===== src/cad_regs.svh =====
/*
 register offsets, field positions, reset values and timing counts of the
 arithmetic datapath; assumes a 12-bit APB byte address
*/
`ifndef CAD_REGS_SVH
`define CAD_REGS_SVH

`define CAD_CTRL_OFF 12'h000
`define CAD_OPA_OFF 12'h004
`define CAD_OPB_OFF 12'h008
`define CAD_OPHI_OFF 12'h00c
`define CAD_CMD_OFF 12'h010
`define CAD_PSW_OFF 12'h014
`define CAD_RESLO_OFF 12'h018
`define CAD_RESHI_OFF 12'h01c
`define CAD_ACCAL_OFF 12'h020
`define CAD_ACCAH_OFF 12'h024
`define CAD_ACCBL_OFF 12'h028
`define CAD_ACCBH_OFF 12'h02c

// core_control_word fields
`define CAD_CTL_INT 0
`define CAD_CTL_SGN_LSB 1
`define CAD_CTL_SGN_MSB 2
`define CAD_CTL_RND 3
`define CAD_CTL_ACC_A_SATURATE_ENABLE 4
`define CAD_CTL_ACC_B_SATURATE_ENABLE 5
`define CAD_CTL_MEMORY_WRITE_SATURATE_ENABLE 6
`define CAD_CTL_SATURATION_WIDTH_SELECT 7
`define CAD_CTL_RESET 8'h00
`define CAD_SGN_UNSIGNED 2'h1
`define CAD_SGN_MIXED 2'h2

// command word fields
`define CAD_CMD_OP_LSB 0
`define CAD_CMD_OP_MSB 5
`define CAD_CMD_BYTE 8
`define CAD_CMD_ACCUMULATOR_B 9

// processor_status_word fields
`define CAD_PSW_C 0
`define CAD_PSW_Z 1
`define CAD_PSW_N 2
`define CAD_PSW_OV 3
`define CAD_PSW_DC 4
`define CAD_PSW_BUSY 8
`define CAD_PSW_RESET 5'h00

// divider: quotient bits and bits resolved per clock
`define CAD_DIV_QBITS 16
`define CAD_DIV_STEP 3

`endif


===== src/cad_pkg.sv =====
/*
 types of the arithmetic datapath: command codes and divider states;
 assumes nothing beyond the register header
*/
package cad_pkg;

	typedef enum logic [5:0] {
		OP_ADD, OP_SUB, OP_AND, OP_IOR, OP_XOR, OP_SHL, OP_LSR, OP_ASR,
		OP_MUL_SS, OP_MUL_UU, OP_MUL_SU, OP_MUL_US, OP_MUL_SLIT, OP_MUL_ULIT, OP_MUL_BB,
		OP_DIV_S32, OP_DIV_U32, OP_DIV_S16, OP_DIV_U16,
		OP_ACC_ADD, OP_ACC_SUB, OP_ACC_NEG, OP_ACC_MIN, OP_ACC_MAX, OP_ACC_SFT,
		OP_CLR, OP_ED, OP_EDAC, OP_MAC, OP_MSC, OP_MPY, OP_MPYN, OP_MOVSAC, OP_NOP
	} cad_op_t;

	typedef enum logic [0:0] {
		DIV_IDLE, DIV_RUN
	} cad_div_state_t;

endpackage : cad_pkg


===== src/cad_datapath.sv =====
/*
 arithmetic datapath: 16-bit ALU with status flags, 17x17 multiplier,
 iterative divider and 40-bit DSP accumulator engine behind an APB slave;
 assumes a single pclk domain and a well-behaved APB3 master
*/
// Register access over APB and the placing of the registers were decided locally.
// How it works
// - sixteen-bit ALU adds, subtracts, shifts and does bitwise logic
// - arithmetic treats operands as two's complement unless an op says unsigned
// - add/subtract update carry, zero, negative, overflow and digit carry flags; shifts carry, zero, negative; logic ops zero, negative
// - on subtract, carry means no borrow and digit carry means no digit borrow
// - command byte bit selects eight-bit or sixteen-bit operand size
// - operands come from register or memory sources; results return to either
// - one 17x17 signed array forms unsigned, signed and mixed products
// - integer multiplies: SS, UU, SU, US, by 5-bit literal, byte by byte
// - divider handles signed and unsigned 32/16 and 16/16 divides
// - long dividend is a register pair, high register holding upper half
// - divider resolves quotient bits per cycle, same time long or short
// - every divide finishes within six cycles
// - DSP: 17x17 multiplier, 40-bit shifter, 40-bit adder, two accumulators
// - accumulator-only add, subtract, negate, minimum and maximum
// - control selects fractional or integer and signed/unsigned/mixed DSP multiply
// - control selects conventional or convergent rounding on accumulator store
// - separate saturation enables for A, B, memory writes, plus saturation mode
// - multiply-accumulate ops take X and Y operands in the same cycle
`timescale 1ns/1ns
`include "cad_regs.svh"
module cad_datapath import cad_pkg::*; (
	input wire logic pclk,
	input wire logic presetn,
	input wire logic psel,
	input wire logic penable,
	input wire logic pwrite,
	input wire logic [11:0] paddr,
	input wire logic [31:0] pwdata,
	output logic [31:0] prdata,
	output logic pready,
	output logic pslverr
);
	logic [7:0] core_control_word_reg, core_control_word_next;
	logic [15:0] opa_reg, opa_next, opb_reg, opb_next, ophi_reg, ophi_next;
	logic [4:0] processor_status_word_reg, processor_status_word_next;
	logic [15:0] result_lo_reg, result_lo_next, result_hi_reg, result_hi_next;
	logic [39:0] accumulator_a_reg, accumulator_a_next;
	logic [39:0] accumulator_b_reg, accumulator_b_next;
	logic [31:0] prdata_reg, prdata_next;

	logic wr, rd_setup, mapped, busy, cmd_go, byte_m, accumulator_b_sel, sat_en, frac;
	cad_op_t cmd_op;
	logic [1:0] sgn;
	logic [15:0] alu_b, alu_res;
	logic [16:0] sum_w, dxy, mul_a, mul_b;
	logic [8:0] sum_b;
	logic [4:0] sum_n, alu_f;
	logic a_msb, b_msb, r_msb;
	logic [33:0] prod;
	logic [39:0] p40, tgt, oth, acc_new;
	logic [40:0] acc_sum, shifted, rounded;
	logic [5:0] sh;
	logic rbit;
	logic [15:0] store_word;
	logic div_start, div_busy, div_done, div_ovf, div_signed;
	logic [15:0] div_q, div_r;
	logic [31:0] div_dividend;

	// clamp a 41-bit true result; narrow mode keeps the 1.31 range, wide the full 9.31
	function automatic logic [39:0] sat40(input logic [40:0] v, input logic en,
		input logic wide);
		logic ovf;
		ovf = wide ? (v[40] != v[39]) : !((&v[40:31]) || !(|v[40:31]));
		if (!en || !ovf)
			return v[39:0];
		if (wide)
			return v[40] ? 40'h8000000000 : 40'h7fffffffff;
		return v[40] ? 40'hff80000000 : 40'h007fffffff;
	endfunction : sat40

	assign wr = psel & penable & pwrite;
	assign rd_setup = psel & !penable & !pwrite;
	assign busy = div_busy | div_done;
	assign cmd_op = cad_op_t'(pwdata[`CAD_CMD_OP_MSB:`CAD_CMD_OP_LSB]);
	assign byte_m = pwdata[`CAD_CMD_BYTE];
	assign accumulator_b_sel = pwdata[`CAD_CMD_ACCUMULATOR_B];
	assign cmd_go = wr && (paddr == `CAD_CMD_OFF) && !busy;
	assign frac = !core_control_word_reg[`CAD_CTL_INT];
	assign sgn = core_control_word_reg[`CAD_CTL_SGN_MSB:`CAD_CTL_SGN_LSB];
	assign div_signed = (cmd_op == OP_DIV_S32) || (cmd_op == OP_DIV_S16);
	assign div_start = cmd_go && (cmd_op inside {OP_DIV_S32, OP_DIV_U32, OP_DIV_S16,
		OP_DIV_U16});

	always_comb begin
		div_dividend = {ophi_reg, opa_reg};
		if (cmd_op == OP_DIV_S16)
			div_dividend = {{16{opa_reg[15]}}, opa_reg};
		else if (cmd_op == OP_DIV_U16)
			div_dividend = {16'h0000, opa_reg};
	end

	cad_divider #(
		.QBITS(`CAD_DIV_QBITS),
		.STEP(`CAD_DIV_STEP)
	) u_div (
		.pclk(pclk),
		.presetn(presetn),
		.start(div_start),
		.is_signed(div_signed),
		.dividend(div_dividend),
		.divisor(opb_reg),
		.busy(div_busy),
		.done(div_done),
		.quotient(div_q),
		.remainder(div_r),
		.overflow(div_ovf)
	);

	// integer ALU
	always_comb begin
		alu_b = (cmd_op == OP_SUB) ? ~opb_reg : opb_reg;
		sum_w = {1'b0, opa_reg} + {1'b0, alu_b} + {16'h0000, cmd_op == OP_SUB};
		sum_b = {1'b0, opa_reg[7:0]} + {1'b0, alu_b[7:0]} + {8'h00, cmd_op == OP_SUB};
		sum_n = {1'b0, opa_reg[3:0]} + {1'b0, alu_b[3:0]} + {4'h0, cmd_op == OP_SUB};
		alu_f = processor_status_word_reg;
		alu_res = opa_reg;
		case (cmd_op)
			OP_ADD, OP_SUB: begin
				alu_res = byte_m ? {opa_reg[15:8], sum_b[7:0]} : sum_w[15:0];
				alu_f[`CAD_PSW_C] = byte_m ? sum_b[8] : sum_w[16];
				alu_f[`CAD_PSW_DC] = sum_n[4];
			end
			OP_AND: alu_res = opa_reg & opb_reg;
			OP_IOR: alu_res = opa_reg | opb_reg;
			OP_XOR: alu_res = opa_reg ^ opb_reg;
			OP_SHL: begin
				alu_res = byte_m ? {opa_reg[15:8], opa_reg[6:0], 1'b0} : {opa_reg[14:0], 1'b0};
				alu_f[`CAD_PSW_C] = byte_m ? opa_reg[7] : opa_reg[15];
			end
			OP_LSR, OP_ASR: begin
				alu_res = {(cmd_op == OP_ASR) & opa_reg[15], opa_reg[15:1]};
				if (byte_m)
					alu_res = {opa_reg[15:8], (cmd_op == OP_ASR) & opa_reg[7], opa_reg[7:1]};
				alu_f[`CAD_PSW_C] = opa_reg[0];
			end
			default: alu_res = opa_reg;
		endcase
		// byte ops leave the upper byte of the destination untouched
		if (byte_m && (cmd_op inside {OP_AND, OP_IOR, OP_XOR}))
			alu_res[15:8] = opa_reg[15:8];
		a_msb = byte_m ? opa_reg[7] : opa_reg[15];
		b_msb = byte_m ? alu_b[7] : alu_b[15];
		r_msb = byte_m ? alu_res[7] : alu_res[15];
		alu_f[`CAD_PSW_Z] = byte_m ? (alu_res[7:0] == 8'h00) : (alu_res == 16'h0000);
		alu_f[`CAD_PSW_N] = r_msb;
		if (cmd_op inside {OP_ADD, OP_SUB})
			alu_f[`CAD_PSW_OV] = (a_msb == b_msb) && (r_msb != a_msb);
	end

	// shared multiplier: X and Y taken together in one cycle
	always_comb begin
		dxy = {opa_reg[15], opa_reg} - {opb_reg[15], opb_reg};
		mul_a = {opa_reg[15], opa_reg};
		mul_b = {opb_reg[15], opb_reg};
		case (cmd_op)
			OP_MUL_UU: begin
				mul_a = {1'b0, opa_reg};
				mul_b = {1'b0, opb_reg};
			end
			OP_MUL_SU: mul_b = {1'b0, opb_reg};
			OP_MUL_US: mul_a = {1'b0, opa_reg};
			OP_MUL_SLIT: mul_b = {12'h000, opb_reg[4:0]};
			OP_MUL_ULIT: begin
				mul_a = {1'b0, opa_reg};
				mul_b = {12'h000, opb_reg[4:0]};
			end
			OP_MUL_BB: begin
				mul_a = {9'h000, opa_reg[7:0]};
				mul_b = {9'h000, opb_reg[7:0]};
			end
			OP_ED, OP_EDAC: begin
				mul_a = dxy;
				mul_b = dxy;
			end
			OP_MAC, OP_MSC, OP_MPY, OP_MPYN: begin
				if (sgn == `CAD_SGN_UNSIGNED) begin
					mul_a = {1'b0, opa_reg};
					mul_b = {1'b0, opb_reg};
				end else if (sgn == `CAD_SGN_MIXED) begin
					mul_a = {1'b0, opa_reg};
				end
			end
			default: mul_a = {opa_reg[15], opa_reg};
		endcase
		prod = $signed({{17{mul_a[16]}}, mul_a}) * $signed({{17{mul_b[16]}}, mul_b});
		p40 = frac ? {{5{prod[33]}}, prod, 1'b0} : {{6{prod[33]}}, prod};
	end

	// 40-bit accumulator engine
	always_comb begin
		tgt = accumulator_b_sel ? accumulator_b_reg : accumulator_a_reg;
		oth = accumulator_b_sel ? accumulator_a_reg : accumulator_b_reg;
		sat_en = accumulator_b_sel ? core_control_word_reg[`CAD_CTL_ACC_B_SATURATE_ENABLE] :
			core_control_word_reg[`CAD_CTL_ACC_A_SATURATE_ENABLE];
		sh = opa_reg[5:0];
		shifted = sh[5] ? ({tgt[39], tgt} << (6'h00 - sh)) :
			41'($signed({tgt[39], tgt}) >>> sh);
		case (cmd_op)
			OP_ACC_ADD: acc_sum = {tgt[39], tgt} + {oth[39], oth};
			OP_ACC_SUB: acc_sum = {tgt[39], tgt} - {oth[39], oth};
			OP_ACC_NEG: acc_sum = 41'h00000000000 - {tgt[39], tgt};
			OP_ACC_MIN: acc_sum = ($signed(tgt) < $signed(oth)) ? {tgt[39], tgt} : {oth[39], oth};
			OP_ACC_MAX: acc_sum = ($signed(tgt) > $signed(oth)) ? {tgt[39], tgt} : {oth[39], oth};
			OP_ACC_SFT: acc_sum = shifted;
			OP_ED, OP_MPY: acc_sum = {p40[39], p40};
			OP_MPYN: acc_sum = 41'h00000000000 - {p40[39], p40};
			OP_EDAC, OP_MAC: acc_sum = {tgt[39], tgt} + {p40[39], p40};
			OP_MSC: acc_sum = {tgt[39], tgt} - {p40[39], p40};
			default: acc_sum = 41'h00000000000;
		endcase
		acc_new = sat40(acc_sum, sat_en, core_control_word_reg[`CAD_CTL_SATURATION_WIDTH_SELECT]);
		// convergent rounding only differs on an exact half: then round to even
		rbit = tgt[15];
		if (core_control_word_reg[`CAD_CTL_RND] && (tgt[15:0] == 16'h8000))
			rbit = tgt[16];
		rounded = {tgt[39], tgt} + {24'h000000, rbit, 16'h0000};
		store_word = rounded[31:16];
		if (core_control_word_reg[`CAD_CTL_MEMORY_WRITE_SATURATE_ENABLE] && !((&rounded[40:31]) || !(|rounded[40:31])))
			store_word = rounded[40] ? 16'h8000 : 16'h7fff;
	end

	// register file and command execution
	always_comb begin
		core_control_word_next = core_control_word_reg;
		opa_next = opa_reg;
		opb_next = opb_reg;
		ophi_next = ophi_reg;
		processor_status_word_next = processor_status_word_reg;
		result_lo_next = result_lo_reg;
		result_hi_next = result_hi_reg;
		accumulator_a_next = accumulator_a_reg;
		accumulator_b_next = accumulator_b_reg;
		prdata_next = prdata_reg;
		if (wr) begin
			case (paddr)
				`CAD_CTRL_OFF: core_control_word_next = pwdata[7:0];
				`CAD_OPA_OFF: opa_next = pwdata[15:0];
				`CAD_OPB_OFF: opb_next = pwdata[15:0];
				`CAD_OPHI_OFF: ophi_next = pwdata[15:0];
				default: opa_next = opa_reg;
			endcase
		end
		if (cmd_go) begin
			case (cmd_op)
				OP_ADD, OP_SUB, OP_AND, OP_IOR, OP_XOR, OP_SHL, OP_LSR, OP_ASR: begin
					result_lo_next = alu_res;
					processor_status_word_next = alu_f;
				end
				OP_MUL_SS, OP_MUL_UU, OP_MUL_SU, OP_MUL_US, OP_MUL_SLIT, OP_MUL_ULIT,
				OP_MUL_BB: begin
					result_lo_next = prod[15:0];
					result_hi_next = prod[31:16];
				end
				OP_ACC_ADD, OP_ACC_SUB, OP_ACC_NEG, OP_ACC_MIN, OP_ACC_MAX, OP_ACC_SFT, OP_ED,
				OP_EDAC, OP_MAC, OP_MSC, OP_MPY, OP_MPYN, OP_CLR: begin
					if (accumulator_b_sel)
						accumulator_b_next = (cmd_op == OP_CLR) ? 40'h0000000000 : acc_new;
					else
						accumulator_a_next = (cmd_op == OP_CLR) ? 40'h0000000000 : acc_new;
				end
				OP_MOVSAC: result_lo_next = store_word;
				default: result_lo_next = result_lo_reg;
			endcase
		end
		if (div_done) begin
			result_lo_next = div_q;
			result_hi_next = div_r;
			processor_status_word_next[`CAD_PSW_OV] = div_ovf;
			processor_status_word_next[`CAD_PSW_Z] = (div_q == 16'h0000);
			processor_status_word_next[`CAD_PSW_N] = div_q[15];
		end
		if (rd_setup) begin
			case (paddr)
				`CAD_CTRL_OFF: prdata_next = {24'h000000, core_control_word_reg};
				`CAD_OPA_OFF: prdata_next = {16'h0000, opa_reg};
				`CAD_OPB_OFF: prdata_next = {16'h0000, opb_reg};
				`CAD_OPHI_OFF: prdata_next = {16'h0000, ophi_reg};
				`CAD_PSW_OFF: prdata_next = {23'h000000, busy, 3'h0, processor_status_word_reg};
				`CAD_RESLO_OFF: prdata_next = {16'h0000, result_lo_reg};
				`CAD_RESHI_OFF: prdata_next = {16'h0000, result_hi_reg};
				`CAD_ACCAL_OFF: prdata_next = accumulator_a_reg[31:0];
				`CAD_ACCAH_OFF: prdata_next = {24'h000000, accumulator_a_reg[39:32]};
				`CAD_ACCBL_OFF: prdata_next = accumulator_b_reg[31:0];
				`CAD_ACCBH_OFF: prdata_next = {24'h000000, accumulator_b_reg[39:32]};
				default: prdata_next = 32'h00000000;
			endcase
		end
	end

	always_ff @(posedge pclk or negedge presetn) begin
		if (!presetn) begin
			core_control_word_reg <= `CAD_CTL_RESET;
			opa_reg <= 16'h0000;
			opb_reg <= 16'h0000;
			ophi_reg <= 16'h0000;
			processor_status_word_reg <= `CAD_PSW_RESET;
			result_lo_reg <= 16'h0000;
			result_hi_reg <= 16'h0000;
			accumulator_a_reg <= 40'h0000000000;
			accumulator_b_reg <= 40'h0000000000;
			prdata_reg <= 32'h00000000;
		end else begin
			core_control_word_reg <= core_control_word_next;
			opa_reg <= opa_next;
			opb_reg <= opb_next;
			ophi_reg <= ophi_next;
			processor_status_word_reg <= processor_status_word_next;
			result_lo_reg <= result_lo_next;
			result_hi_reg <= result_hi_next;
			accumulator_a_reg <= accumulator_a_next;
			accumulator_b_reg <= accumulator_b_next;
			prdata_reg <= prdata_next;
		end
	end

	always_comb begin
		case (paddr)
			`CAD_CTRL_OFF, `CAD_OPA_OFF, `CAD_OPB_OFF, `CAD_OPHI_OFF, `CAD_CMD_OFF,
			`CAD_PSW_OFF, `CAD_RESLO_OFF, `CAD_RESHI_OFF, `CAD_ACCAL_OFF, `CAD_ACCAH_OFF,
			`CAD_ACCBL_OFF, `CAD_ACCBH_OFF: mapped = 1'b1;
			default: mapped = 1'b0;
		endcase
	end

	// zero-wait slave; read data was captured during the setup cycle
	assign pready = 1'b1;
	assign pslverr = psel & penable & !mapped;
	assign prdata = prdata_reg;

endmodule : cad_datapath


===== src/cad_divider.sv =====
/*
 iterative restoring divider, 32/16 and 16/16, signed or unsigned;
 assumes operands stay meaningful only at start, all on pclk
*/
`timescale 1ns/1ns
`include "cad_regs.svh"
module cad_divider import cad_pkg::*; #(
	parameter int QBITS = `CAD_DIV_QBITS,
	parameter int STEP = `CAD_DIV_STEP
) (
	input wire logic pclk,
	input wire logic presetn,
	input wire logic start,
	input wire logic is_signed,
	input wire logic [31:0] dividend,
	input wire logic [15:0] divisor,
	output logic busy,
	output logic done,
	output logic [15:0] quotient,
	output logic [15:0] remainder,
	output logic overflow
);
	localparam logic [4:0] QB = 5'(QBITS);

	cad_div_state_t state_reg, state_next;
	logic [4:0] cnt_reg, cnt_next;
	logic [15:0] rem_reg, rem_next, dlo_reg, dlo_next, dv_reg, dv_next;
	logic neg_q_reg, neg_q_next, neg_r_reg, neg_r_next, ovf_reg, ovf_next;
	logic done_reg, done_next, sgn_reg, sgn_next;
	logic [15:0] quot_reg, quot_next, remo_reg, remo_next;
	logic [31:0] dmag;
	logic [15:0] vmag, qs;
	logic [16:0] t;
	logic dsg, vsg;

	always_comb begin
		state_next = state_reg;
		cnt_next = cnt_reg;
		rem_next = rem_reg;
		dlo_next = dlo_reg;
		dv_next = dv_reg;
		neg_q_next = neg_q_reg;
		neg_r_next = neg_r_reg;
		ovf_next = ovf_reg;
		quot_next = quot_reg;
		remo_next = remo_reg;
		sgn_next = sgn_reg;
		done_next = 1'b0;
		t = 17'h00000;
		qs = 16'h0000;
		dsg = is_signed & dividend[31];
		vsg = is_signed & divisor[15];
		dmag = dsg ? 32'h00000000 - dividend : dividend;
		vmag = vsg ? 16'h0000 - divisor : divisor;
		case (state_reg)
			DIV_IDLE: begin
				if (start) begin
					state_next = DIV_RUN;
					cnt_next = 5'h00;
					rem_next = dmag[31:16];
					dlo_next = dmag[15:0];
					dv_next = vmag;
					neg_q_next = dsg ^ vsg;
					neg_r_next = dsg;
					// the command bus moves on after start, so keep the sign mode here
					sgn_next = is_signed;
					// quotient must fit 16 bits, so the upper half must stay below the divisor
					ovf_next = (vmag == 16'h0000) | (dmag[31:16] >= vmag);
				end
			end
			DIV_RUN: begin
				// several single-bit steps per clock keep the divide within six cycles
				for (int k = 0; k < STEP; k++) begin
					if (cnt_next < QB) begin
						t = {rem_next, dlo_next[15]};
						dlo_next = {dlo_next[14:0], 1'b0};
						if (t >= {1'b0, dv_reg}) begin
							t = t - {1'b0, dv_reg};
							dlo_next[0] = 1'b1;
						end
						rem_next = t[15:0];
						cnt_next = cnt_next + 5'h01;
					end
				end
				if (cnt_next == QB) begin
					qs = neg_q_reg ? 16'h0000 - dlo_next : dlo_next;
					if (sgn_reg && (neg_q_reg ? dlo_next > 16'h8000 : dlo_next[15]))
						ovf_next = 1'b1;
					quot_next = qs;
					remo_next = neg_r_reg ? 16'h0000 - rem_next : rem_next;
					done_next = 1'b1;
					state_next = DIV_IDLE;
				end
			end
			default: state_next = DIV_IDLE;
		endcase
	end

	always_ff @(posedge pclk or negedge presetn) begin
		if (!presetn) begin
			state_reg <= DIV_IDLE;
			cnt_reg <= 5'h00;
			rem_reg <= 16'h0000;
			dlo_reg <= 16'h0000;
			dv_reg <= 16'h0000;
			neg_q_reg <= 1'b0;
			neg_r_reg <= 1'b0;
			ovf_reg <= 1'b0;
			quot_reg <= 16'h0000;
			remo_reg <= 16'h0000;
			done_reg <= 1'b0;
			sgn_reg <= 1'b0;
		end else begin
			state_reg <= state_next;
			cnt_reg <= cnt_next;
			rem_reg <= rem_next;
			dlo_reg <= dlo_next;
			dv_reg <= dv_next;
			neg_q_reg <= neg_q_next;
			neg_r_reg <= neg_r_next;
			ovf_reg <= ovf_next;
			quot_reg <= quot_next;
			remo_reg <= remo_next;
			done_reg <= done_next;
			sgn_reg <= sgn_next;
		end
	end

	assign busy = (state_reg == DIV_RUN);
	assign done = done_reg;
	assign quotient = quot_reg;
	assign remainder = remo_reg;
	assign overflow = ovf_reg;

endmodule : cad_divider


===== config.mk =====
export PLATFORM = sky130hd
export DESIGN_NAME = cad_datapath
export DESIGN_NICKNAME = d
export VERILOG_FILES = /design/src/cad_pkg.sv /design/src/cad_datapath.sv /design/src/cad_divider.sv
export VERILOG_INCLUDE_DIRS = /design/src /design/src/src
export SDC_FILE = /design/constraint.sdc
export NUM_CORES = 2
export LEC_CHECK = 0
export BUFFER_PORTS_ARGS = -buffer_cell sky130_fd_sc_hd__buf_4
export CORE_MARGIN = 10
export CORE_UTILIZATION = 45
export CTS_BUF_LIST = sky130_fd_sc_hd__clkbuf_16
export CTS_CLUSTER_DIAMETER = 120
export DETAILED_ROUTE_END_ITERATION = 7
export SLEW_MARGIN = 20
export SYNTH_ARGS = -nofsm -noshare
export SYNTH_HDL_FRONTEND = slang
export SYNTH_HIERARCHICAL = 1
export SYNTH_SLANG_ARGS = --single-unit

===== constraint.sdc =====
create_clock -name pclk -period 37.7 [get_ports pclk]
set_input_delay 5.655 -clock pclk [delete_from_list [all_inputs] [get_ports pclk]]
set_output_delay 5.655 -clock pclk [all_outputs]
set_load 0.03 [all_outputs]

==> impl_metrics.yaml <==
run_status:
  status: "finished, final reports clean"
worst_setup_path:
  required_ns: 38.22
  reg2reg_depth: 63
  cpMostUsedCell: "inv_1"
  timing.rr.end: "accumulator_a_reg[1]"
  critical_path_class: "in -> reg"
  worst-endpoint-arrival_ns: 22.23
  cp_slowest_stage_delay_ns: 0.89
  crit_fanout: 31
  reg2reg_from: "opa_reg[0]"
  cp-end-kind: "flop"
  cp-endpoint: "accumulator_a_reg[1]"
  cp-start-kind: "input pin"
  slowest_stage: "nand3_2"
  ff2ff_setup_slack_ns: 19.03
  crit_path_start: "pwdata[1]"
finish:
  drive_above_1_share_pct: 8.618
  syn2layout_area_growth_pct: 5.814
  nNetsFinal: 7472
timing:
  clock_skew_ns: 0.02536
  max_freq_mhz: 46.06
  drv_slew: 0
  worst_slew_pin_slew_ns: 1.199
  setup_violations: 0
  maxSlewHeadroom_pct: 19.25
  fin_crit_ns: 21.71
  rsz0062_at_grt: "no"
  period_share_pct: 57.58
  final.setup.tns_ns: 0
  finalHoldViolCount: 0
floorplan:
  start_util_pct: 45.30
  die_width_um: 364.5
  io_pins: 83
  die-area_um2: 132900
  fp.dieH_um: 364.5
  core_area_um2: 117900
  rows: 126
logic_synthesis:
  netlist_top_cells_area: "dfrtp_1 (14%), fa_1 (11%), ha_1 (6.3%), nand2_1 (5.6%), nor2_1 (5.2%)"
  syn_nets: 7644
  avgSynthCellArea_um2: 7.605
  synthDominantCellAreaShare_pct: 13.87
  ys_seq_area_share_pct: 13.87
  syn-cell-area_um2: 53420
  ys.flop_type: "dfrtp_1"
  ys_ff_latch: 296
  synth-edff-count: 0
  async_flop_share_pct: 100.0
  syn-instance-count: 7024
  yosys_warnings: 6
  ys_types: 134
  synth.most_common_cell: "nand2_1"
  yosys.area.top_type: "dfrtp_1"
  synth_commonest_cells: "nand2_1 (790), nor2_1 (739), inv_1 (555), o21ai_0 (493), a21oi_1 (429)"
clocking:
  cts_made_buffers: 40
  clk_latency_ns: 0.65
  cts_root_buf: "clkbuf_16"
  ctsHoldBuffers: 0
  htreeDepth: 2
  cts_tree: "built"
  numClockSinks: 296
  ctsResizeCount: 0
  ctsLongestPathBuffers: 3
  clkTransAtPathRegs_ns: 0.06
  post_cts_buffers: 0
detailed_routing:
  drt_iter0_drc: 7272
  drc: 0
  vias_per_cell: 6.596
  wire_per_inst_um: 28.05
  ant_nets: 0
  drt_wl_total_mm: 236.1
  vias: 55530
  firstDrtPassIters: 7
placed_design:
  port_buffers: 65
  dpl.hpwl_mm: 182.4
  routabilityCongestion: 1.043
global_routing:
  grt_pass1_wl_mm: 347.1
  antenna_found_initial: 15
  grt.met1_usage_pct: 47.06
  first_global_vias: 51940
  busiest_layer: "met2"
  grt_util_met2_pct: 50.76
  grt_overflow_total: 0
  grt_max_degree: 97
  track_usage_pct: 34.45
  use_met3_pct: 9.173
run:
  cap_viol_max_count: 0
worst_hold_path:
  min_path_type: "reg -> reg"
==> critical path, delay by kind of cell <==
kind,cells,cell delay (ns)
AOI/OAI and AO/OA,16,4.98
and+or+nand+nor,14,4.45
adders and majority gates,9,4.17
buffers and inverters,11,1.64
xor gates and xnor gates,3,1.23
==> cells by family (layout without fill, tap and decap cells) <==
logic type               count (synthesis)  after routing  synth area share, %
multiplexers                           364            364                8.395
buffers and inverters                 1025            882                7.852
AND/OR/NAND/NOR                       2350           2350                20.46
other                                    1              2             0.007020
adder cells (fa/ha/maj)                599            599                18.14
AO/OA/AOI/OAI                         1999           1999                24.88
XOR/XNOR                               390            390                6.395
flip-flops                             296            296                13.87
==> cell type report <==
type	count	area, um2
Inverter	569	2137
Timing Repair Buffer	242	1832
Tap cell	1536	1922
Multi-Input combinational cell	5703	41990
Clock buffer	40	1001
Sequential cell	296	7418
Clock inverter	31	219.0
Fill cell	11920	61400
Antenna cell	1	2.502
==> how the worst min path moves through the flow <==
stage | startpoint | endpoint | slack [ns] | cells after the start
after global routing | result_lo_reg[7] | result_lo_reg[7] | 0.50 | 2
after CTS | u_div/dv_reg[8] | u_div/dv_reg[8] | 0.48 | 2
after detailed placement | u_div/dv_reg[8] | u_div/dv_reg[8] | 0.47 | 2
final | u_div/dv_reg[8] | u_div/dv_reg[8] | 0.48 | 2
after floorplan | u_div/sgn_reg | u_div/sgn_reg | 0.45 | 2
after global placement | u_div/dv_reg[15] | u_div/dv_reg[15] | 0.46 | 2
==> routing by layer <==
metal  up-vias  part of all wire (%)
li1      24570                     -
met3       620                    12
met1     27080                    41
met4        12                   5.0
met5         -                 0.050
met2      3251                    42
==> cell usage in the layout, fill, tap and decap left out, types with 73 or more instances in the layout <==
cell	count
o211ai_1	112
nand2_1	788
fa_1	302
a21oi_1	426
buf_4	240
xor2_1	138
dfrtp_1	289
nor3_1	143
nor2_1	729
o21ai_0	489
a21o_1	100
a211oi_1	73
nand3_1	126
a22oi_1	82
mux2i_1	232
xnor2_1	248
nand2b_1	108
o22ai_1	79
inv_1	562
a221oi_1	76
ha_1	269
==> stage by stage <==
step	cell area (um2)	worst slack, ns	instances	hold WS [ns]	util [%]
3_3_place_gp	55270	15.89	8346	0.4644	46.87
3_5_place_dp	55280	15.83	8346	0.4708	46.87
5_1_grt	56520	15.33	8417	0.5043	47.93
6_report	56520	15.99	8418	0.4818	47.93
4_1_cts	56500	16.44	8417	0.4836	47.91
2_1_floorplan	53420	19.82	7024	0.4464	-
Power is left out: the tool's default activity adds up to more than one toggle a clock period on the data nets, which glitch-free logic cannot reach.
